## src/hdl/ipm_pkg.sv

```systemverilog
// Shared constants, state type and strap decoding for the power monitor target interface.
// Assumes a single 200 MHz clock; all pin inputs already synchronous to it.
package ipm_pkg;
    // Clock and timing
    localparam int CLK_FREQ_MHZ = 200;
    localparam int CLK_PERIOD_NS = 5;
    localparam int CONV_TIME_MIN_US = 50;
    localparam int CONV_CYCLES_MIN = CONV_TIME_MIN_US * CLK_FREQ_MHZ;
    // Spike suppression widths, rounded down to whole cycles
    localparam int FS_SPIKE_NS = 50;
    localparam int HS_SPIKE_NS = 10;
    localparam int FS_FILT_CYCLES = FS_SPIKE_NS / CLK_PERIOD_NS;
    localparam int HS_FILT_CYCLES = HS_SPIKE_NS / CLK_PERIOD_NS;

    // Register pointer values
    localparam logic [7:0] PTR_BUS_VOLTAGE = 8'h05;
    localparam logic [7:0] PTR_DIE_TEMPERATURE = 8'h06;
    localparam logic [7:0] PTR_CURRENT = 8'h07;
    localparam logic [7:0] PTR_POWER = 8'h08;
    localparam logic [7:0] PTR_ENERGY = 8'h09;
    localparam logic [7:0] PTR_CHARGE = 8'h0a;
    localparam logic [7:0] PTR_RESET = 8'h00;
    localparam logic [7:0] WR_REG_COUNT = 8'h05;
    localparam logic [15:0] WR_REG_RESET = 16'h0000;
    localparam logic [3:0] TEMP_PAD = 4'h0;

    // Byte counts of a read
    localparam logic [2:0] LEN_WORD = 3'h2;
    localparam logic [2:0] LEN_POWER = 3'h3;
    localparam logic [2:0] LEN_ACC = 3'h5;

    // Bus addresses and codes
    localparam logic [6:0] ARA_ADDR = 7'h0c;
    localparam logic [4:0] HS_CODE_PREFIX = 5'h01;
    localparam logic [2:0] TARGET_ADDR_BASE = 3'h4;
    localparam logic [3:0] BIT_LAST = 4'h8;
    localparam logic [1:0] STRAP_GND = 2'h0;
    localparam logic [1:0] STRAP_VS = 2'h1;
    localparam logic [1:0] STRAP_SDA = 2'h2;
    localparam logic [1:0] STRAP_SCL = 2'h3;

    typedef enum {
        ST_IDLE, ST_ADDR, ST_ADDR_ACK, ST_RX, ST_RX_ACK, ST_TX, ST_TX_ACK, ST_TX_NEXT, ST_WAIT
    } ipm_state_t;

    // Strap level at the start condition (SCL high, SDA low) and just after
    // the first SCL fall (SCL low, SDA still holding the address MSB of one)
    function automatic logic [1:0] strap_decode(input logic at_start, input logic after_fall);
        logic [1:0] code;
        case ({at_start, after_fall})
            2'b00: code = STRAP_GND;
            2'b11: code = STRAP_VS;
            2'b01: code = STRAP_SDA;
            default: code = STRAP_SCL;
        endcase
        return code;
    endfunction
endpackage

```

## src/hdl/ipm_line_if.sv

```systemverilog
// Filtered bus levels and bus events passed from the line conditioner to the protocol engine.
// Assumes both ends run on the same clock.
`timescale 1ns/10ps
`default_nettype none
interface ipm_line_if;
    logic scl;
    logic sda;
    logic start;
    logic stop;
    logic scl_rise;
    logic scl_fall;
    logic hs_mode;
    modport cond (output scl, sda, start, stop, scl_rise, scl_fall, input hs_mode);
    modport fsm (input scl, sda, start, stop, scl_rise, scl_fall, output hs_mode);
endinterface
`default_nettype wire

```

## src/hdl/ipm_line_cond.sv

```systemverilog
// Spike filter on SCL and SDA plus start, stop and clock edge detection.
// Assumes pin levels are synchronous to clk; filter width follows hs_mode.
`timescale 1ns/10ps
`default_nettype none
module ipm_line_cond
    import ipm_pkg::*;
(
    // Clock and reset
    input wire logic clk,
    input wire logic rst,
    // Pins
    input wire logic scl_pin,
    input wire logic sda_pin,
    // Events
    ipm_line_if.cond ln
);
    logic raw [2];
    logic filt [2];
    logic filt_d [2];
    logic [3:0] cnt [2];
    logic [3:0] limit;

    assign raw[0] = sda_pin;
    assign raw[1] = scl_pin;
    // Narrower filter in high-speed mode so 2.94 MHz edges pass
    assign limit = ln.hs_mode ? 4'(HS_FILT_CYCLES) : 4'(FS_FILT_CYCLES);

    generate
        for (genvar i = 0; i < 2; i++) begin : g_filt
            always_ff @(posedge clk or posedge rst) begin
                if (rst) begin
                    cnt[i] <= 4'h0;
                    filt[i] <= 1'b1;
                    filt_d[i] <= 1'b1;
                end else begin
                    filt_d[i] <= filt[i];
                    if (raw[i] == filt[i]) begin
                        cnt[i] <= 4'h0;
                    end else if (cnt[i] >= limit - 4'h1) begin
                        cnt[i] <= 4'h0;
                        filt[i] <= raw[i];
                    end else begin
                        cnt[i] <= cnt[i] + 4'h1;
                    end
                end
            end
        end
    endgenerate

    assign ln.sda = filt[0];
    assign ln.scl = filt[1];
    assign ln.start = filt_d[1] & filt[1] & filt_d[0] & ~filt[0];
    assign ln.stop = filt_d[1] & filt[1] & ~filt_d[0] & filt[0];
    assign ln.scl_rise = ~filt_d[1] & filt[1];
    assign ln.scl_fall = filt_d[1] & ~filt[1];
endmodule
`default_nettype wire

```

## src/hdl/ipm_accum.sv

```systemverilog
// Sample timer and the energy and charge accumulators.
// Assumes power and current inputs hold the latest conversion results.
`timescale 1ns/10ps
`default_nettype none
module ipm_accum
    import ipm_pkg::*;
#(
    parameter int CONV_CYCLES = CONV_CYCLES_MIN
) (
    // Clock and reset
    input wire logic clk,
    input wire logic rst,
    // Control
    input wire logic [2:0] avg_sel,
    input wire logic acc_clear,
    // Results
    input wire logic [23:0] power,
    input wire logic [15:0] current,
    // Accumulators
    output logic [39:0] energy,
    output logic [39:0] charge,
    output logic charge_of,
    output logic sample_tick
);
    logic [31:0] period;
    logic [31:0] timer;
    logic [40:0] next_charge;
    logic charge_wrap;

    function automatic logic [10:0] avg_count(input logic [2:0] sel);
        logic [10:0] n;
        case (sel)
            3'h0: n = 11'h001;
            3'h1: n = 11'h004;
            3'h2: n = 11'h010;
            3'h3: n = 11'h040;
            3'h4: n = 11'h080;
            3'h5: n = 11'h100;
            3'h6: n = 11'h200;
            default: n = 11'h400;
        endcase
        return n;
    endfunction

    // Output period is conversion time times averaging count
    assign period = 32'(CONV_CYCLES) * {21'h000000, avg_count(avg_sel)};
    assign next_charge = {1'b0, charge} + {{25{current[15]}}, current};
    // Bit 40 is the carry of a positive sample and the borrow of a negative one
    assign charge_wrap = next_charge[40];

    always_ff @(posedge clk or posedge rst) begin
        if (rst) begin
            timer <= 32'h00000000;
            sample_tick <= 1'b0;
        end else if (timer >= period - 32'h1) begin
            timer <= 32'h00000000;
            sample_tick <= 1'b1;
        end else begin
            timer <= timer + 32'h1;
            sample_tick <= 1'b0;
        end
    end

    // Energy rolls over silently; the clear bit may zero it at any time
    always_ff @(posedge clk or posedge rst) begin
        if (rst) begin
            energy <= 40'h0000000000;
        end else if (acc_clear) begin
            energy <= 40'h0000000000;
        end else if (sample_tick) begin
            energy <= energy + {16'h0000, power};
        end
    end

    always_ff @(posedge clk or posedge rst) begin
        if (rst) begin
            charge <= 40'h0000000000;
        end else if (acc_clear) begin
            charge <= 40'h0000000000;
        end else if (sample_tick) begin
            charge <= next_charge[39:0];
        end
    end

    // A wrap in the clearing cycle still raises the flag
    always_ff @(posedge clk or posedge rst) begin
        if (rst) begin
            charge_of <= 1'b0;
        end else if (sample_tick && charge_wrap) begin
            charge_of <= 1'b1;
        end else if (acc_clear) begin
            charge_of <= 1'b0;
        end
    end
endmodule
`default_nettype wire

```

## src/hdl/ipm_i2c_target.sv

```systemverilog
// Top of the power monitor target interface: bus protocol, pointer, result map,
// alert response and high-speed mode. Assumes an external controller drives SCL
// and that SDA and the alert line are open drain with pull-ups outside.
`timescale 1ns/10ps
`default_nettype none
// Notes on behaviour
// First byte after a write address loads the register pointer.
// Controller sends a pointer byte in every write, even pointer-only ones.
// Acknowledge own target address; stay silent for other addresses.
// Two bytes after the pointer go to the selected register, each acknowledged.
// Reads return the register chosen by the last written pointer.
// Read sends high byte, takes controller ack, then sends low byte.
// Controller ends reads by nack, start or stop; device then releases SDA.
// Reads never change the pointer; only writes do.
// Data moves most significant byte first in both directions.
// No clock stretching and no packet error checking bytes.
// High-speed master code is not acknowledged but switches filters to fast mode.
// Repeated starts keep high-speed mode; a stop returns to standard filters.
// With a pending alert, acknowledge alert response read and send own address.
// Losing arbitration in alert reply: no further drive, keep alert line low.
// Current at 7h, bus voltage at 5h, 12-bit temperature at 6h.
// Power 24-bit at 8h; energy and charge 40-bit at 9h and Ah.
// Signed results are two's complement.
// Results carry 2.4 mA, 3.125 mV and 125 m-degree steps per code.
// Temperature code spans plus and minus 256; voltage code reaches 102.4 V.
// Energy wraps to zero on overflow; clear bit zeroes it anytime.
// Charge overflow sets its flag; clear bit resets the accumulator.
// Shortest conversion 50 us; sample period is conversion times averaging.
// Address straps sampled each transfer, giving addresses 1000000 to 1001111.
// Wide results read as three or five bytes; narrow ones padded to 16 bits.
module ipm_i2c_target
    import ipm_pkg::*;
#(
    parameter int CONV_CYCLES = CONV_CYCLES_MIN
) (
    // Clock and reset
    input wire logic CLK,
    input wire logic RST,
    // Serial bus
    input wire logic SCL_IN,
    input wire logic SDA_IN,
    output logic SDA_OUT,
    output logic SDA_OE_N,
    // Address straps
    input wire logic ADDRESS_STRAP_LOW,
    input wire logic ADDRESS_STRAP_HIGH,
    // Alert line
    input wire logic ALERT_ACTIVE,
    output logic ALERT_OUT,
    output logic ALERT_OE_N,
    // Measurement results
    input wire logic [15:0] BUS_VOLTAGE,
    input wire logic [11:0] DIE_TEMPERATURE,
    input wire logic [15:0] CURRENT,
    input wire logic [23:0] POWER,
    // Accumulator control and status
    input wire logic [2:0] AVG_SEL,
    input wire logic ACCUMULATOR_CLEAR_BIT,
    output logic CHARGE_OVERFLOW_FLAG,
    output logic SAMPLE_TICK,
    output logic HS_MODE
);
    ipm_line_if ln ();
    ipm_state_t state;
    logic [3:0] bit_cnt;
    logic [7:0] rx_sh;
    logic [7:0] tx_sh;
    logic [1:0] rx_idx;
    logic [2:0] tx_idx;
    logic is_read;
    logic in_ara;
    logic sda_oe_n;
    logic hs_mode;
    logic [7:0] pointer;
    logic [7:0] hi_byte;
    logic [15:0] wr_regs [5];
    logic [39:0] rd_data;
    logic [2:0] rd_len;
    logic [39:0] sel_data;
    logic [2:0] sel_len;
    logic [39:0] energy;
    logic [39:0] charge;
    logic [6:0] own_addr;
    logic strap_low_start;
    logic strap_high_start;
    logic first_fall;
    logic alert_d;
    logic alert_pending;
    logic addr_done;
    logic rx_done;
    logic own_match;
    logic ara_match;
    logic hs_code;
    logic ara_won;
    logic [7:0] tx_next;

    ipm_line_cond u_cond (
        .clk(CLK),
        .rst(RST),
        .scl_pin(SCL_IN),
        .sda_pin(SDA_IN),
        .ln(ln)
    );

    ipm_accum #(
        .CONV_CYCLES(CONV_CYCLES)
    ) u_accum (
        .clk(CLK),
        .rst(RST),
        .avg_sel(AVG_SEL),
        .acc_clear(ACCUMULATOR_CLEAR_BIT),
        .power(POWER),
        .current(CURRENT),
        .energy(energy),
        .charge(charge),
        .charge_of(CHARGE_OVERFLOW_FLAG),
        .sample_tick(SAMPLE_TICK)
    );

    assign ln.hs_mode = hs_mode;

    // Picks byte idx of a len-byte value, most significant first; zero past the end
    function automatic logic [7:0] byte_of(input logic [39:0] d, input logic [2:0] len,
                                           input logic [2:0] idx);
        int sh;
        sh = 8 * (int'(len) - 1 - int'(idx));
        if (idx >= len) begin
            return 8'h00;
        end
        return d[sh +: 8];
    endfunction

    assign addr_done = (state == ST_ADDR) && ln.scl_fall && (bit_cnt == BIT_LAST);
    assign rx_done = (state == ST_RX) && ln.scl_fall && (bit_cnt == BIT_LAST);
    assign own_match = (rx_sh[7:1] == own_addr);
    assign ara_match = (rx_sh[7:1] == ARA_ADDR) && rx_sh[0] && alert_pending;
    assign hs_code = (rx_sh[7:3] == HS_CODE_PREFIX);
    assign ara_won = (state == ST_TX) && in_ara && ln.scl_fall && (bit_cnt == BIT_LAST);
    assign tx_next = in_ara ? {own_addr, 1'b0} : byte_of(rd_data, rd_len, tx_idx);

    // Result map; values are passed as produced, already two's complement where signed
    always_comb begin
        sel_data = 40'h0000000000;
        sel_len = LEN_WORD;
        case (pointer)
            PTR_BUS_VOLTAGE: sel_data = {24'h000000, BUS_VOLTAGE};
            PTR_DIE_TEMPERATURE: sel_data = {24'h000000, DIE_TEMPERATURE, TEMP_PAD};
            PTR_CURRENT: sel_data = {24'h000000, CURRENT};
            PTR_POWER: begin
                sel_data = {16'h0000, POWER};
                sel_len = LEN_POWER;
            end
            PTR_ENERGY: begin
                sel_data = energy;
                sel_len = LEN_ACC;
            end
            PTR_CHARGE: begin
                sel_data = charge;
                sel_len = LEN_ACC;
            end
            default: begin
                if (pointer < WR_REG_COUNT) begin
                    sel_data = {24'h000000, wr_regs[pointer[2:0]]};
                end
            end
        endcase
    end

    // Protocol engine; SCL is only sampled, never held low
    always_ff @(posedge CLK or posedge RST) begin
        if (RST) begin
            state <= ST_IDLE;
            bit_cnt <= 4'h0;
            rx_sh <= 8'h00;
            tx_sh <= 8'h00;
            rx_idx <= 2'h0;
            tx_idx <= 3'h0;
            is_read <= 1'b0;
            in_ara <= 1'b0;
            sda_oe_n <= 1'b1;
        end else if (ln.stop) begin
            state <= ST_IDLE;
            sda_oe_n <= 1'b1;
        end else if (ln.start) begin
            state <= ST_ADDR;
            bit_cnt <= 4'h0;
            in_ara <= 1'b0;
            sda_oe_n <= 1'b1;
        end else begin
            case (state)
                ST_ADDR: begin
                    if (ln.scl_rise) begin
                        rx_sh <= {rx_sh[6:0], ln.sda};
                        bit_cnt <= bit_cnt + 4'h1;
                    end
                    if (addr_done) begin
                        is_read <= rx_sh[0];
                        tx_idx <= 3'h0;
                        if (own_match) begin
                            sda_oe_n <= 1'b0;
                            state <= ST_ADDR_ACK;
                        end else if (ara_match) begin
                            in_ara <= 1'b1;
                            sda_oe_n <= 1'b0;
                            state <= ST_ADDR_ACK;
                        end else begin
                            state <= ST_WAIT;
                        end
                    end
                end
                ST_ADDR_ACK: begin
                    if (ln.scl_fall) begin
                        bit_cnt <= 4'h0;
                        rx_idx <= 2'h0;
                        if (is_read) begin
                            tx_sh <= tx_next;
                            sda_oe_n <= tx_next[7];
                            tx_idx <= tx_idx + 3'h1;
                            state <= ST_TX;
                        end else begin
                            sda_oe_n <= 1'b1;
                            state <= ST_RX;
                        end
                    end
                end
                ST_TX: begin
                    if (ln.scl_rise) begin
                        bit_cnt <= bit_cnt + 4'h1;
                        if (in_ara && sda_oe_n && !ln.sda) begin
                            state <= ST_WAIT;
                        end
                    end
                    if (ln.scl_fall) begin
                        if (bit_cnt == BIT_LAST) begin
                            sda_oe_n <= 1'b1;
                            state <= ST_TX_ACK;
                        end else begin
                            tx_sh <= {tx_sh[6:0], 1'b0};
                            sda_oe_n <= tx_sh[6];
                        end
                    end
                end
                ST_TX_ACK: begin
                    if (ln.scl_rise) begin
                        // Alert reply is one byte; a nack ends any read
                        state <= (ln.sda || in_ara) ? ST_WAIT : ST_TX_NEXT;
                    end
                end
                ST_TX_NEXT: begin
                    if (ln.scl_fall) begin
                        tx_sh <= tx_next;
                        sda_oe_n <= tx_next[7];
                        tx_idx <= tx_idx + 3'h1;
                        bit_cnt <= 4'h0;
                        state <= ST_TX;
                    end
                end
                ST_RX: begin
                    if (ln.scl_rise) begin
                        rx_sh <= {rx_sh[6:0], ln.sda};
                        bit_cnt <= bit_cnt + 4'h1;
                    end
                    if (rx_done) begin
                        sda_oe_n <= 1'b0;
                        state <= ST_RX_ACK;
                    end
                end
                ST_RX_ACK: begin
                    if (ln.scl_fall) begin
                        sda_oe_n <= 1'b1;
                        bit_cnt <= 4'h0;
                        if (rx_idx != 2'h3) begin
                            rx_idx <= rx_idx + 2'h1;
                        end
                        state <= ST_RX;
                    end
                end
                ST_IDLE, ST_WAIT: begin
                    sda_oe_n <= 1'b1;
                end
                default: begin
                    state <= ST_IDLE;
                    sda_oe_n <= 1'b1;
                end
            endcase
        end
    end

    // Pointer and writable words; only a write moves the pointer
    always_ff @(posedge CLK or posedge RST) begin
        if (RST) begin
            pointer <= PTR_RESET;
            hi_byte <= 8'h00;
            for (int i = 0; i < 5; i++) begin
                wr_regs[i] <= WR_REG_RESET;
            end
        end else if (rx_done) begin
            case (rx_idx)
                2'h0: pointer <= rx_sh;
                2'h1: hi_byte <= rx_sh;
                2'h2: begin
                    if (pointer < WR_REG_COUNT) begin
                        wr_regs[pointer[2:0]] <= {hi_byte, rx_sh};
                    end
                end
                default: begin
                end
            endcase
        end
    end

    // Snapshot at the read address so multi-byte values stay coherent
    always_ff @(posedge CLK or posedge RST) begin
        if (RST) begin
            rd_data <= 40'h0000000000;
            rd_len <= LEN_WORD;
        end else if (addr_done && own_match && rx_sh[0]) begin
            rd_data <= sel_data;
            rd_len <= sel_len;
        end
    end

    // Straps are read at the start and just after the first SCL fall
    always_ff @(posedge CLK or posedge RST) begin
        if (RST) begin
            strap_low_start <= 1'b0;
            strap_high_start <= 1'b0;
            first_fall <= 1'b0;
            own_addr <= {TARGET_ADDR_BASE, STRAP_GND, STRAP_GND};
        end else if (ln.start) begin
            strap_low_start <= ADDRESS_STRAP_LOW;
            strap_high_start <= ADDRESS_STRAP_HIGH;
            first_fall <= 1'b1;
        end else if (first_fall && ln.scl_fall) begin
            first_fall <= 1'b0;
            own_addr <= {TARGET_ADDR_BASE, strap_decode(strap_high_start, ADDRESS_STRAP_HIGH),
                         strap_decode(strap_low_start, ADDRESS_STRAP_LOW)};
        end
    end

    // Alert stays pending until our address byte goes out unbroken; pads only pull low
    always_ff @(posedge CLK or posedge RST) begin
        if (RST) begin
            alert_d <= 1'b0;
            alert_pending <= 1'b0;
            ALERT_OE_N <= 1'b1;
            SDA_OUT <= 1'b0;
            ALERT_OUT <= 1'b0;
        end else begin
            SDA_OUT <= 1'b0;
            ALERT_OUT <= 1'b0;
            alert_d <= ALERT_ACTIVE;
            if (ALERT_ACTIVE && !alert_d) begin
                alert_pending <= 1'b1;
            end else if (ara_won) begin
                alert_pending <= 1'b0;
            end
            ALERT_OE_N <= ~alert_pending;
        end
    end

    always_ff @(posedge CLK or posedge RST) begin
        if (RST) begin
            hs_mode <= 1'b0;
            HS_MODE <= 1'b0;
        end else begin
            if (ln.stop) begin
                hs_mode <= 1'b0;
            end else if (addr_done && hs_code) begin
                hs_mode <= 1'b1;
            end
            HS_MODE <= hs_mode;
        end
    end

    assign SDA_OE_N = sda_oe_n;
endmodule
`default_nettype wire

```

## config.mk

```make
export PLATFORM = sky130hd
export DESIGN_NAME = ipm_i2c_target
export DESIGN_NICKNAME = d
export VERILOG_FILES = /design/src/hdl/ipm_pkg.sv /design/src/hdl/ipm_line_if.sv /design/src/hdl/ipm_line_cond.sv /design/src/hdl/ipm_accum.sv /design/src/hdl/ipm_i2c_target.sv
export SDC_FILE = /design/constraint.sdc
export NUM_CORES = 1
export LEC_CHECK = 0
export BUFFER_PORTS_ARGS = -buffer_cell sky130_fd_sc_hd__clkbuf_2
export CORE_MARGIN = 4
export CORE_UTILIZATION = 57
export CTS_BUF_LIST = sky130_fd_sc_hd__clkbuf_4 sky130_fd_sc_hd__clkbuf_8 sky130_fd_sc_hd__clkbuf_16
export CTS_CLUSTER_SIZE = 10
export DETAILED_ROUTE_END_ITERATION = 16
export GPL_ROUTABILITY_DRIVEN = 0
export MAX_ROUTING_LAYER = met4
export PLACE_DENSITY = 0.83
export SETUP_SLACK_MARGIN = 0.3
export SYNTH_ARGS = -nofsm -noshare
export SYNTH_HDL_FRONTEND = slang
export SYNTH_HIERARCHICAL = 1
export SYNTH_SLANG_ARGS = --single-unit
```

## constraint.sdc

```tcl
create_clock -name CLK -period 5.85 [get_ports CLK]
set_input_delay 0.2925 -clock CLK [delete_from_list [all_inputs] [get_ports CLK]]
set_output_delay 0.2925 -clock CLK [all_outputs]
set_load 0.005 [all_outputs]
```

==> reports/metrics.csv <==
stage,metric,value,unit
floorplan,Row Count,70,
pwr,Clock Power Share,0.312,
cells_and_area,Fillers,2799,
floorplan,die height,202,µm
pwr,switching power,0.00249,W
clock_tree,clock-pin slew on the worst setup and hold paths,0.05,ns
sta,fmax,182,MHz
pwr,worst vdd ir,0.201,mV
synth,"top cells by count, synth","dfrtp_1, nor2_1, nand2_1",
sta,min Tclk post-route,5.48,ns
global_routing,initial antenna violation count,0,
global_routing,first-pass GRT wire length,88.5,mm
floorplan,Top-Level Pins,86,
pwr,combinational fraction of design power,0.313,
min_path,hold depth,2,
synth,Cell variety after synth,93,
cells_and_area,layout cell share with drive strength beyond 1,0.171,
pwr,switch share,0.337,
global_routing,pin count of the biggest net entering global routing,86,
job,max-cap violation count,0,
synth,#FFs+latches synth,336,
worst_setup_path,critical path startpoint category,input pin,
sta,"Hold Vio Cnt, Final",0,
clock_tree,CTS sink count,336,
synth,Post-synth EDFFs,0,
drt,ANT nets after route,0,
synth,Mean Syn Cell Area,9.73,µm²
worst_setup_path,crit path DAT,5.93,ns
global_routing,Total GRT Usage,0.266,
floorplan,Core Footprint,37000,µm²
synth,top-area cell type share of the netlist area,0.382,
sta,final setup fails,0,
cells_and_area,antenna cells,0,
place,port bufs,83,
synth,asr flop ratio synth,1.00,
drt,Via-to-Cell Ratio,6.25,
drt,Vias,17800,
clock_tree,H-tree depth,2,
synth,Gate Count Post-Synth,2216,
worst_setup_path,worst-case reg-to-reg path depth,11,
sta,"Slew Viols, Final",0,
pwr,Pwr Density,305,nW/µm²
global_routing,number of global-route vias before repair,17600,
drt,# DRC,0,
sta,final setup TNS,0,ns
drt,DRT Pass-1 Iters,6,
clock_tree,root buffer cell,clkbuf_16,
run_status,status,"finished, final reports clean",
clock_tree,CTS tree,yes,
synth,"top cells by area, synth","dfrtp_1, ha_1, mux2_2",
worst_setup_path,CP max FO,7,
min_path,worst hold path type,in2reg,
synth,sequential share of the synthesized area,0.391,
drt,wire per inst,19.5,µm
sta,Final Cycle Share,0.937,
cells_and_area,synthesis-to-layout area growth,12.2,%
sta,Slew headroom,0.170,
worst_setup_path,most used cell along the critical path,ha_4,
synth,most frequent cell after synthesis,dfrtp_1,
drt,Routed WL,55.6,mm
worst_setup_path,Worst EP required,6.30,ns
worst_setup_path,classification of the worst setup path,in2reg,
clock_tree,worst-case clock buffer depth,3,
cells_and_area,# nets final,2569,
pwr,P_int,0.00489,W
sta,worst-margin pin slew,1.25,ns
floorplan,chip width,202,µm
sta,unrepaired setup endpoints after global routing,true,
synth,Post-Synthesis Cell Area,21600,µm²
synth,Yosys warnings,6,
clock_tree,TritonCTS Buffers,40,
worst_setup_path,Crit-path slowest cell,fa_1,
place,post-DP HPWL,38.1,mm
floorplan,initial cell density of the core,0.583,
clock_tree,Clock Latency Late Sink,0.55,ns
pwr,Leak,11.6,nW
drt,drt initial violations,1742,
synth,"area leader, netlist",dfrtp_1,
floorplan,Die Area,41000,µm²
global_routing,gr ovfl total,0,
worst_setup_path,CP Capture Type,register,
worst_setup_path,Critical Path Max Stage Delay,0.49,ns
pwr,Flop pwr share,0.375,
synth,Synth Flop Type,dfrtp_1,
sta,clk_skew,0.0294,ns
sta,hold_ws,0.0279,ns
-- final cells by class --
| class | instances | area, µm² | share of cell area |
|---|---|---|---|
| clock buffers | 60 | 1160 | 0.0481 |
| clock inverters | 3 | 32.5 | 0.00135 |
| inverters | 89 | 340 | 0.0141 |
| multi-input cells | 1726 | 12800 | 0.527 |
| flip-flops and latches | 336 | 8420 | 0.348 |
| well taps | 504 | 631 | 0.0261 |
| repair buffers | 129 | 840 | 0.0347 |
-- cell families (layout without fill, tap and decap cells) --
group | after synthesis | count (layout) | share of synthesized area
multiplexers | 236 | 236 | 0.122
flip-flops | 336 | 336 | 0.391
AO/OA/AOI/OAI | 542 | 542 | 0.161
adder cells (fa/ha/maj) | 168 | 168 | 0.101
other | 2 | 38 | 0.000348
XOR/XNOR | 127 | 127 | 0.0516
buffers and inverters | 190 | 281 | 0.0359
AND/OR/NAND/NOR | 615 | 615 | 0.137
-- cells in the final DEF (no fill, tap or decap), drive strengths merged, types with 20 or more instances in the layout --
cell type  Yosys  routed
dfrtp        329     329
nor2         205     205
nand2        167     167
ha           159     159
clkbuf        69     143
a21oi        140     140
mux2         134     134
o21ai        123     123
mux2i         96      96
inv           89      89
xnor2         74      74
a21o          55      55
xor2          53      53
nand3         49      49
buf           32      43
conb           2      38
nor3          36      36
o22ai         34      34
a22oi         29      29
and3          24      24
a211oi        24      24
nor2b         21      21
nand4         20      20
-- path summary, 6_finish.rpt --
path	slack, ns	start	to
worst max-delay path	0.37	AVG_SEL[0]	u_accum/timer[20]
worst min-delay path	0.03	SCL_IN	u_cond/ln.scl
worst max register to register	2.22	u_accum/charge[0]	u_accum/charge_of
worst min register to register	0.40	u_cond/ln.scl	u_cond/filt_d[0]
max in group asynchronous	3.94	RST	pointer[1]
min in group asynchronous	0.37	RST	u_cond/cnt[7]
-- power groups by stage --
stage | Combinational (W) | Sequential [W] | Clock [W]
after floorplan | 0.00177 | 0.00273 | 0
after global placement | 0.00212 | 0.00278 | 0
after detailed placement | 0.00221 | 0.00280 | 0
after CTS | 0.00224 | 0.00276 | 0.00234
after global routing | 0.00254 | 0.00280 | 0.00244
final | 0.00231 | 0.00277 | 0.00231
-- critical path: cells and delay by family --
family / cells / cell delay, ns
adders and majority gates: 7 / 2.07
xor gates and xnor gates: 2 / 0.34
AOI/OAI and AO/OA: 5 / 0.91
and+or+nand+nor: 8 / 1.64
buffers and inverters: 5 / 0.65
-- repair_timing --
item                                    4_1_cts  5_1_grt
gates resized for setup                       1       35
endpoints found under the setup margin       25       26
setup buffers                                 1        6
hold endpoints to repair                     44        0
hold buffers                                  3        0
pin swaps                                     0        9
cloned                                        0        3
-- stage by stage --
step                setup WS [ns]   util  std cells  total power [W]  instance area, µm²
finish                      0.367  0.654       2847          0.00738               24200
global route                0.155  0.654       2847          0.00778               24200
CTS                         0.336  0.648       2838          0.00734               24000
detailed placement         -0.287  0.615       2771          0.00501               22700
global placement          -0.0422  0.615       2771          0.00491               22700
floorplan                  0.0346      -       2252          0.00449               21900
-- sequential cells by signal (all words and copies together), names as in the netlist, 3 cells and up --
register        count
wr_regs            80
rd_data            40
u_accum/charge     40
u_accum/energy     40
state              32
u_accum/timer      32
hi_byte             8
pointer             8
rx_sh               8
u_cond/cnt          8
tx_sh               7
bit_cnt             4
own_addr            4
rd_len              3
tx_idx              3
-- per-layer routing --
metal / GRT usage / vias to the layer above / part of all wire / wire length [µm]
li1: - / 8174 / - / -
met1: 0.352 / 8709 / 0.42 / 23300
met2: 0.427 / 756 / 0.48 / 26700
met3: 0.0351 / 151 / 0.066 / 3680
met4: 0.0941 / 0 / 0.034 / 1890
met5: - / - / 0 / 0
Note: power is estimated with default switching activity, not from simulation.
